`src/rtl/lpi_pkg.sv`:
```
// Package for the line interface power and timer-event register group
`default_nettype none

package lpi_pkg;

  // ==========================================================================
  // Register offsets (register index on the serial control port)
  localparam logic [7:0] ADDR_HYBRID_GAIN = 8'h0B;
  localparam logic [7:0] ADDR_PWR_OVERRIDE = 8'h0E;
  localparam logic [7:0] ADDR_CONV_PWR = 8'h0F;
  localparam logic [7:0] ADDR_TIMER_PEND = 8'h12;

  // ==========================================================================
  // Reset values
  localparam logic [7:0] RST_HYBRID_GAIN = 8'h00;
  localparam logic [7:0] RST_PWR_OVERRIDE = 8'h10;
  localparam logic [7:0] RST_CONV_PWR = 8'h00;
  localparam logic [7:0] RST_TIMER_PEND = 8'h00;

  // ==========================================================================
  // Writable bit masks; all other bits read zero
  localparam logic [7:0] MASK_HYBRID_GAIN = 8'h77;
  localparam logic [7:0] MASK_PWR_OVERRIDE = 8'h3B;
  localparam logic [7:0] MASK_CONV_PWR = 8'h3F;
  localparam logic [7:0] MASK_TIMER_PEND = 8'hFF;

  // ==========================================================================
  // Field positions
  localparam int HYB_METER_LSB = 4;
  localparam int HYB_AUDIO_LSB = 0;
  localparam int HYB_W = 3;
  localparam int PO_METER_DAC_ON = 5;
  localparam int PO_CONV_OFF = 4;
  localparam int PO_MON_ADC_OFF = 3;
  localparam int PO_BIAS_OFF = 1;
  localparam int PO_LINE_OFF = 0;
  localparam int CP_ADC_MAN = 5;
  localparam int CP_ADC_ON = 4;
  localparam int CP_DAC_MAN = 3;
  localparam int CP_DAC_ON = 2;
  localparam int CP_GM_MAN = 1;
  localparam int CP_GM_ON = 0;

  // Pending bit positions
  localparam int EV_METER_INACTIVE = 7;
  localparam int EV_METER_ACTIVE = 6;
  localparam int EV_RING_INACTIVE = 5;
  localparam int EV_RING_ACTIVE = 4;
  localparam int EV_OSC2_INACTIVE = 3;
  localparam int EV_OSC2_ACTIVE = 2;
  localparam int EV_OSC1_INACTIVE = 1;
  localparam int EV_OSC1_ACTIVE = 0;

  // ==========================================================================
  // Hybrid gain codes
  localparam logic [2:0] HYB_CODE_RESERVED = 3'h6;
  localparam logic [2:0] HYB_CODE_OFF = 3'h7;

  // Automatic power requests from the power manager
  typedef struct packed {
    logic meter_dac;
    logic converter;
    logic monitor_adc;
    logic bias;
    logic line_drive;
    logic adc;
    logic dac;
    logic gm_amp;
  } lpi_pwr_s;

endpackage : lpi_pkg

`default_nettype wire

```
`src/rtl/lpi_regs.sv`:
```
// Register group: hybrid gain, power overrides and timer-event pending flags
//
// Overview of operation
// RULE1: Two 3-bit hybrid gain fields, bits 6:4 meter and 2:0 audio; 111 is off.
// RULE2: Meter DAC automatic when force-on bit 5 is 0, forced on when 1.
// RULE3: Converter automatic when force-off bit 4 is 0, forced off when 1.
// RULE4: Monitor ADC automatic when force-off bit 3 is 0, forced off when 1.
// RULE5: Bias circuitry automatic when force-off bit 1 is 0, forced off when 1.
// RULE6: Line drive automatic when force-off bit 0 is 0, forced off when 1.
// RULE7: ADC manual select 1 makes ADC on bit set power, 1 on.
// RULE8: ADC manual select 0 ignores ADC on bit, uses automatic control.
// RULE9: DAC automatic when manual bit 0, else follows DAC on bit.
// RULE10: Gm amplifier automatic when manual bit 0, else follows its on bit.
// RULE11: Writing 1 to a pending bit clears it; host clears serviced events.
// RULE12: Pending bit reads 1 while pending, 0 otherwise.
// RULE13: Meter inactive event in bit 7, meter active event in bit 6.
// RULE14: Ring inactive event in bit 5, ring active event in bit 4.
// RULE15: Oscillator 2 inactive event in bit 3, active event in bit 2.
// RULE16: Oscillator 1 inactive event in bit 1, active event in bit 0.
// RULE17: Event reaches interrupt output only when its enable bit is 1.
// RULE18: Writing 0 leaves pending bit; event in clear cycle keeps it set.
// RULE19: Hybrid code 110 is reserved; unused bits read zero, ignore writes.
// RULE20: Single-cycle event pulse sets pending bit until host clears it.
`default_nettype none

module lpi_regs #(
  parameter int NUM_EVENTS = 8
) (
  input wire logic clk,
  input wire logic sys_rst,
  input wire logic reg_wr,
  input wire logic reg_rd,
  input wire logic [7:0] reg_addr,
  input wire logic [7:0] reg_wdata,
  output logic [7:0] reg_rdata,
  input wire logic [NUM_EVENTS-1:0] timer_event,
  input wire logic [NUM_EVENTS-1:0] timer_irq_en,
  output logic timer_irq,
  input wire lpi_pkg::lpi_pwr_s auto_pwr,
  output lpi_pkg::lpi_pwr_s pwr_on,
  output logic [2:0] meter_hybrid_gain,
  output logic [2:0] audio_hybrid_gain,
  output logic meter_hybrid_off,
  output logic audio_hybrid_off
);

  // ==========================================================================
  // Register storage
  logic [7:0] hybrid_gain_control_reg;
  logic [7:0] power_override_control_reg;
  logic [7:0] converter_power_control_reg;
  logic [NUM_EVENTS-1:0] timer_event_pending_reg;
  logic [NUM_EVENTS-1:0] timer_event_pending_next;
  logic [2:0] meter_gain_next;
  logic [2:0] audio_gain_next;
  lpi_pkg::lpi_pwr_s pwr_next;

  logic wr_hyb;
  logic wr_po;
  logic wr_cp;
  logic wr_pend;

  assign wr_hyb = reg_wr && (reg_addr == lpi_pkg::ADDR_HYBRID_GAIN);
  assign wr_po = reg_wr && (reg_addr == lpi_pkg::ADDR_PWR_OVERRIDE);
  assign wr_cp = reg_wr && (reg_addr == lpi_pkg::ADDR_CONV_PWR);
  assign wr_pend = reg_wr && (reg_addr == lpi_pkg::ADDR_TIMER_PEND);

  // ==========================================================================
  // Hybrid gain: a reserved code in a field keeps that field's old value
  always_comb begin
    meter_gain_next = hybrid_gain_control_reg[lpi_pkg::HYB_METER_LSB +: lpi_pkg::HYB_W];
    audio_gain_next = hybrid_gain_control_reg[lpi_pkg::HYB_AUDIO_LSB +: lpi_pkg::HYB_W];
    if (reg_wdata[lpi_pkg::HYB_METER_LSB +: lpi_pkg::HYB_W] != lpi_pkg::HYB_CODE_RESERVED) begin
      meter_gain_next = reg_wdata[lpi_pkg::HYB_METER_LSB +: lpi_pkg::HYB_W]; // [RULE19]
    end
    if (reg_wdata[lpi_pkg::HYB_AUDIO_LSB +: lpi_pkg::HYB_W] != lpi_pkg::HYB_CODE_RESERVED) begin
      audio_gain_next = reg_wdata[lpi_pkg::HYB_AUDIO_LSB +: lpi_pkg::HYB_W]; // [RULE19]
    end
  end

  always_ff @(posedge clk) begin
    if (sys_rst) begin
      hybrid_gain_control_reg <= lpi_pkg::RST_HYBRID_GAIN;
    end else if (wr_hyb) begin
      hybrid_gain_control_reg <= {1'b0, meter_gain_next, 1'b0, audio_gain_next}; // [RULE1]
    end
  end

  // ==========================================================================
  // Power override registers
  always_ff @(posedge clk) begin
    if (sys_rst) begin
      power_override_control_reg <= lpi_pkg::RST_PWR_OVERRIDE;
    end else if (wr_po) begin
      power_override_control_reg <= reg_wdata & lpi_pkg::MASK_PWR_OVERRIDE; // [RULE19]
    end
  end

  always_ff @(posedge clk) begin
    if (sys_rst) begin
      converter_power_control_reg <= lpi_pkg::RST_CONV_PWR;
    end else if (wr_cp) begin
      converter_power_control_reg <= reg_wdata & lpi_pkg::MASK_CONV_PWR; // [RULE19]
    end
  end

  // ==========================================================================
  // Pending flags: set wins over a clearing write in the same cycle
  // Bit order of timer_event matches the register, so no remap is needed.
  always_comb begin
    timer_event_pending_next = timer_event_pending_reg;
    if (wr_pend) begin
      timer_event_pending_next = timer_event_pending_reg & ~reg_wdata[NUM_EVENTS-1:0]; // [RULE11] [RULE18]
    end
    timer_event_pending_next = timer_event_pending_next | timer_event; // [RULE18] [RULE20]
  end

  always_ff @(posedge clk) begin
    if (sys_rst) begin
      timer_event_pending_reg <= lpi_pkg::RST_TIMER_PEND[NUM_EVENTS-1:0];
    end else begin
      timer_event_pending_reg <= timer_event_pending_next; // [RULE13] [RULE14] [RULE15] [RULE16]
    end
  end

  // Computed from the next state so the line tracks the flags with no extra lag
  always_ff @(posedge clk) begin
    if (sys_rst) begin
      timer_irq <= 1'b0;
    end else begin
      timer_irq <= |(timer_event_pending_next & timer_irq_en); // [RULE17]
    end
  end

  // ==========================================================================
  // Register read port: data stands from the edge after the read strobe
  always_ff @(posedge clk) begin
    if (sys_rst) begin
      reg_rdata <= 8'h00;
    end else if (reg_rd) begin
      case (reg_addr)
        lpi_pkg::ADDR_HYBRID_GAIN: begin
          reg_rdata <= hybrid_gain_control_reg & lpi_pkg::MASK_HYBRID_GAIN;
        end
        lpi_pkg::ADDR_PWR_OVERRIDE: begin
          reg_rdata <= power_override_control_reg;
        end
        lpi_pkg::ADDR_CONV_PWR: begin
          reg_rdata <= converter_power_control_reg;
        end
        lpi_pkg::ADDR_TIMER_PEND: begin
          reg_rdata <= 8'(timer_event_pending_reg); // [RULE12]
        end
        default: begin
          reg_rdata <= 8'h00;
        end
      endcase
    end
  end

  // ==========================================================================
  // Power resolution: overrides beat the automatic requests
  always_comb begin
    pwr_next.meter_dac = power_override_control_reg[lpi_pkg::PO_METER_DAC_ON]
                         | auto_pwr.meter_dac; // [RULE2]
    pwr_next.converter = ~power_override_control_reg[lpi_pkg::PO_CONV_OFF]
                         & auto_pwr.converter; // [RULE3]
    pwr_next.monitor_adc = ~power_override_control_reg[lpi_pkg::PO_MON_ADC_OFF]
                           & auto_pwr.monitor_adc; // [RULE4]
    pwr_next.bias = ~power_override_control_reg[lpi_pkg::PO_BIAS_OFF]
                    & auto_pwr.bias; // [RULE5]
    pwr_next.line_drive = ~power_override_control_reg[lpi_pkg::PO_LINE_OFF]
                          & auto_pwr.line_drive; // [RULE6]
    pwr_next.adc = converter_power_control_reg[lpi_pkg::CP_ADC_MAN]
                   ? converter_power_control_reg[lpi_pkg::CP_ADC_ON]
                   : auto_pwr.adc; // [RULE7] [RULE8]
    pwr_next.dac = converter_power_control_reg[lpi_pkg::CP_DAC_MAN]
                   ? converter_power_control_reg[lpi_pkg::CP_DAC_ON]
                   : auto_pwr.dac; // [RULE9]
    pwr_next.gm_amp = converter_power_control_reg[lpi_pkg::CP_GM_MAN]
                      ? converter_power_control_reg[lpi_pkg::CP_GM_ON]
                      : auto_pwr.gm_amp; // [RULE10]
  end

  // Registered outputs, one cycle behind register or request changes
  always_ff @(posedge clk) begin
    if (sys_rst) begin
      pwr_on <= '0;
    end else begin
      pwr_on <= pwr_next;
    end
  end

  always_ff @(posedge clk) begin
    if (sys_rst) begin
      meter_hybrid_gain <= lpi_pkg::RST_HYBRID_GAIN[lpi_pkg::HYB_METER_LSB +: lpi_pkg::HYB_W];
      audio_hybrid_gain <= lpi_pkg::RST_HYBRID_GAIN[lpi_pkg::HYB_AUDIO_LSB +: lpi_pkg::HYB_W];
      meter_hybrid_off <= 1'b0;
      audio_hybrid_off <= 1'b0;
    end else begin
      meter_hybrid_gain <= hybrid_gain_control_reg[lpi_pkg::HYB_METER_LSB +: lpi_pkg::HYB_W];
      audio_hybrid_gain <= hybrid_gain_control_reg[lpi_pkg::HYB_AUDIO_LSB +: lpi_pkg::HYB_W];
      meter_hybrid_off <= (hybrid_gain_control_reg[lpi_pkg::HYB_METER_LSB +: lpi_pkg::HYB_W]
                           == lpi_pkg::HYB_CODE_OFF); // [RULE1]
      audio_hybrid_off <= (hybrid_gain_control_reg[lpi_pkg::HYB_AUDIO_LSB +: lpi_pkg::HYB_W]
                           == lpi_pkg::HYB_CODE_OFF); // [RULE1]
    end
  end

endmodule // lpi_regs

`default_nettype wire

```
`config.mk`:
```
export PLATFORM = sky130hd
export DESIGN_NAME = lpi_regs
export DESIGN_NICKNAME = d
export VERILOG_FILES = /design/src/rtl/lpi_pkg.sv /design/src/rtl/lpi_regs.sv
export SDC_FILE = /design/constraint.sdc
export NUM_CORES = 1
export LEC_CHECK = 0
export BUFFER_PORTS_ARGS = -buffer_cell sky130_fd_sc_hd__buf_2
export CAP_MARGIN = 0
export CORE_MARGIN = 2
export CORE_UTILIZATION = 25
export CTS_CLUSTER_SIZE = 12
export DETAILED_ROUTE_END_ITERATION = 16
export PLACE_DENSITY = 0.56
export SLEW_MARGIN = 5
export SYNTH_ARGS = -nofsm -noshare
export SYNTH_HDL_FRONTEND = slang
export SYNTH_SLANG_ARGS = --single-unit
```
`constraint.sdc`:
```
create_clock -name clk -period 5.05 [get_ports clk]
set_clock_uncertainty 0.05 [all_clocks]
set_input_delay 1.01 -clock clk [delete_from_list [all_inputs] [get_ports clk]]
set_output_delay 1.01 -clock clk [all_outputs]
set_load 0.02 [all_outputs]
```
**Yosys cells after proc, flatten, opt, wreduce, memory -nomap -nowiden**

Cells that the tools add are included.

- Add/subtract/negate cells: 0
- Multipliers: 0
- Div/mod/pow operators: 0
- Magnitude comparators: 0
- Eq/ne operators: 8
- Shift operators: 0
- Multiplexer cells: 5
- Bitwise logic cells: 13
- Reductions and logical operators: 7

Operators with widths:

| operator | count |
|---|---|
| $pmux 8 s4 | 1 |
| $eq 8x4->1 const B | 3 |
| $and 8x8->8 | 2 |
| $eq 8x5->1 const B | 1 |
| $mux 8 | 1 |
| $not 8->8 | 1 |
| $or 8x8->8 | 1 |
| $reduce_or 8->1 | 1 |
| $eq 3x3->1 const B | 2 |
| $ne 3x3->1 const B | 2 |
| $and 1x1->1 | 4 |
| $logic_and 1x1->1 | 4 |
| $not 1->1 | 4 |
| $reduce_and 2->1 | 2 |
| $mux 1 | 3 |
| $or 1x1->1 | 1 |

- Bits in registers: 50
- Latch bits: 0
- Bits in writable memories: 0
- ROM bits: 0
- Input port bits: 44
- Memories kept: 0

**Longest topological paths before layout**

- Word-level depth: 6
- Depth in mapped cells: 7

**Least setup slack after synthesis**

OpenSTA, ideal clock, no wires.

- Kind: input -> register
- Start point: in reg_addr[5]
- End point: reg power_override_control_reg[4]
- Arrival: 2.427 ns
- Required time: 4.880 ns
- Slack: 2.453 ns
- Cell stages on the path: 5
- Path buffers: 1
- Cells stage by stage: or4b_4 > nor3b_2 > buf_4 > nand3_2 > a211o_1

- Cells in the longest elaborated chain, start to end: 2

RTL lines:

| what | line | source |
|---|---|---|
| start, declared | lpi_regs.sv:33 | `input wire logic [7:0] reg_addr,` |
| $eq 8x4->1 | lpi_regs.sv:64 | `assign wr_po = reg_wr && (reg_addr == lpi_pkg::ADDR_PWR_OVERRIDE);` |
| $logic_and 1x1->1 | lpi_regs.sv:64 |  |
| end signal, assigned | lpi_regs.sv:93 | `power_override_control_reg <= lpi_pkg::RST_PWR_OVERRIDE;` |
| end signal, assigned | lpi_regs.sv:95 | `power_override_control_reg <= reg_wdata & lpi_pkg::MASK_PWR_OVERRIDE;` |
| end, declared | lpi_regs.sv:50 | `logic [7:0] power_override_control_reg;` |

Every way passes these cells.
A chain may end at the register's enable or synchronous reset.

**Worst setup path in the final report**

- Start point: in reg_addr[5]
- End point: reg timer_irq

- Cells in the longest elaborated chain, start to end: 6

RTL lines:

| what | line | source |
|---|---|---|
| $eq 8x5->1 | lpi_regs.sv:66 | `assign wr_pend = reg_wr && (reg_addr == lpi_pkg::ADDR_TIMER_PEND);` |
| $logic_and 1x1->1 | lpi_regs.sv:66 |  |
| $mux 8 | lpi_regs.sv:112 | `if (wr_pend) begin` |
| $or 8x8->8 | lpi_regs.sv:115 | `timer_event_pending_next = timer_event_pending_next \| timer_event;` |
| $and 8x8->8 | lpi_regs.sv:131 | `timer_irq <= \|(timer_event_pending_next & timer_irq_en);` |
| $reduce_or 8->1 | lpi_regs.sv:131 |  |
| end signal, assigned | lpi_regs.sv:131 |  |
| end, declared | lpi_regs.sv:38 | `output logic timer_irq,` |

Every way passes these cells.

==> flow_metrics.tcl <==
set metrics [dict create \
    viasPerCell 4.72 \
    htree_levels 2 \
    final-hold-violation-count 0 \
    relSlewSlack_pct 41.2 \
    slew_viol_final 0 \
    synth-edff-count 0 \
    rr_endpoint "reg_rdata[1]" \
    cts_sinks 50 \
    yosys_warnings 0 \
    cts_made_buffers 5 \
    crit_type "input port to register" \
    crit_fanout 16 \
    wire_per_inst_microns 14.1 \
    num_io_pins 69 \
    dp_hpwl_mm 4.27 \
    yosysTopAreaCellShare_pct 48.6 \
    clockBufferDepth 2 \
    syn-num-nets 285 \
    max-vdd-ir-drop_mv 0.111 \
    seq_area_sq_mm 0.00100 \
    antenna_cells 0 \
    async_reset_ff_share_pct 0 \
    core-area_sq_mm 0.00809 \
    period_share_pct 60.6 \
    final_nets 348 \
    synth_top_area_cell "dfxtp_1" \
    multi_input_area_sq_um 997 \
    hold_class "register to register" \
    hold-worst-slack_ps 414 \
    layout_setup_ws_ps 1990 \
    finalSetupViolations 0 \
    synth_cell_types 33 \
    status "completed" \
    rsz0062_at_grt "false" \
    ys_seq_area_share_pct 48.6 \
    routabilityCongestion 0.836 \
    drive_above_1_share_pct 26.6 \
    die_h_microns 94.7 \
    die_area_sq_mm 0.00897 \
    start_kind "input port" \
    internal-power_w 0.000540 \
    post_cts_buffers 0 \
    postRouteAntennaNets 0 \
    path_clk_slew_ps 90 \
    synth_commonest_cells "dfxtp_1, nor2_1, a21oi_1" \
    area_growth_pct 24.8 \
    via_count 1935 \
    synth_seq_cells 50 \
    min_period_ps 3060 \
    post-place-ws_ps 1700 \
    die_x_microns 94.7 \
    crit_end "timer_irq" \
    initial_core_util_pct 25.4 \
    timing.rr.start "converter_power_control_reg[1]" \
    tightest_slew_ps 875 \
    reg2reg_depth 4 \
    pwr-share-comb_pct 9.5 \
    setup.worst_path.end_class "register" \
    synth_area_sq_mm 0.00206 \
    power_density_mw_per_mm2 279 \
    power.switching_w 0.000176 \
    max_cap_violations 0 \
    routed_wl_mm 5.79 \
    postCtsHoldBufs 0 \
    rrSetupSlack_ps 3780 \
    row_count 33 \
    drc 0 \
    synthFlopType "dfxtp_1" \
    clk_latency_ps 300 \
    cts_tree "yes" \
    dr.pass1.iters 5 \
    placed_cell_area_sq_mm 0.00248 \
    gr-total-overflow 0 \
    grt_max_degree 45 \
    design_area_sq_mm 0.00257 \
    track_usage_pct 13.2 \
    antenna_found_initial 0 \
    clock.fmax_ghz 0.327 \
    cp.required_ps 5160 \
    io_buffers 68 \
    dr.first_iter.drc_count 165 \
    grt_pass1_wl_mm 9.09 \
    avgSynthCellArea_sq_um 8.54 \
    fillers 913 \
    synthTopCellsByArea "dfxtp_1, a21oi_1, nor2_1" \
    p_seq_share_pct 56.9 \
    grt_pass1_vias 1802 \
    synth_cells 241 \
    cts_resized 0 \
    critPathArrivalTime_ps 3170 \
    root_buffer "clkbuf_8" \
    setup-tns-final_ps 0 \
    clkPwrFrac_pct 33.6 \
    swShare_pct 24.6 \
    p_leak_nw 1.08 \
    yosysMostFrequentCell "dfxtp_1" \
    startpoint "reg_addr[5]" \
]
## worst min path at each step
stage              endpoint                           from  depth (start not counted)  slack [ps]
6_report       reg_rdata[0]                   reg_rdata[0]                          2         410
5_1_grt        reg_rdata[4]                   reg_rdata[4]                          2         440
2_1_floorplan     pwr_on[5]  power_override_control_reg[3]                          1         370
3_3_place_gp   reg_rdata[4]                   reg_rdata[4]                          2         400
4_1_cts        reg_rdata[4]                   reg_rdata[4]                          2         420
3_5_place_dp   reg_rdata[4]                   reg_rdata[4]                          2         400
## power by group through the flow
stage	Sequential (W)	Combinational, W	Clock [W]
floorplan	0.000420	0.0000287	0
global placement	0.000417	0.0000677	0
detailed placement	0.000417	0.0000683	0
CTS	0.000408	0.0000685	0.000248
global route	0.000409	0.0000758	0.000264
finish	0.000408	0.0000681	0.000241
## kinds of logic after synthesis
logic type / Yosys count / synth area share, %
AND/OR/NAND/NOR: 109 / 27.1
AO/OA/AOI/OAI: 61 / 17.4
multiplexers: 8 / 3.95
flip-flops: 50 / 48.6
buffers and inverters: 13 / 2.92
## worst max-delay path: stages
cell and delay (ps):
buf_2 90, or4b_4 550, nor4_4 740, buf_4 300, a21oi_1 70, nor4_1 270, a31oi_1 110
## cell usage in the layout (no fill, tap or decap), types with 6 or more instances in the layout
cell type   n
a21oi_1    30
and3_1      6
buf_2      68
clkbuf_8    6
dfxtp_1    50
mux2i_1     7
nand2_1    22
nand2b_1    6
nand3_1    16
nor2_1     33
nor2b_1     9
o21ai_0    17
## layer usage
layer | share of wire (%) | up-vias | routed length, microns | global-route usage [%]
met5 | 0 | - | 0 | 0
met4 | 1.3 | 0 | 77 | 3.99
met3 | 7.1 | 8 | 414 | 3.35
met2 | 49 | 62 | 2830 | 21.7
met1 | 43 | 886 | 2470 | 17.0
li1 | - | 979 | - | -
## through the flow
step                power (W)  std cells  utilization [%]
floorplan            0.000449        241                -
global placement     0.000485        402             30.6
detailed placement   0.000485        402             30.6
CTS                  0.000724        410             31.7
global route         0.000749        410             31.7
finish               0.000717        410             31.7
## final cells by class
type,count,share of cell area [%]
clock inverters,1,0.195
repair buffers,69,13.5
clock buffers,7,3.36
well taps,105,5.11
multi-input cells,178,38.8
flip-flops and latches,50,39.0
Power figures use the tool's default switching activity.
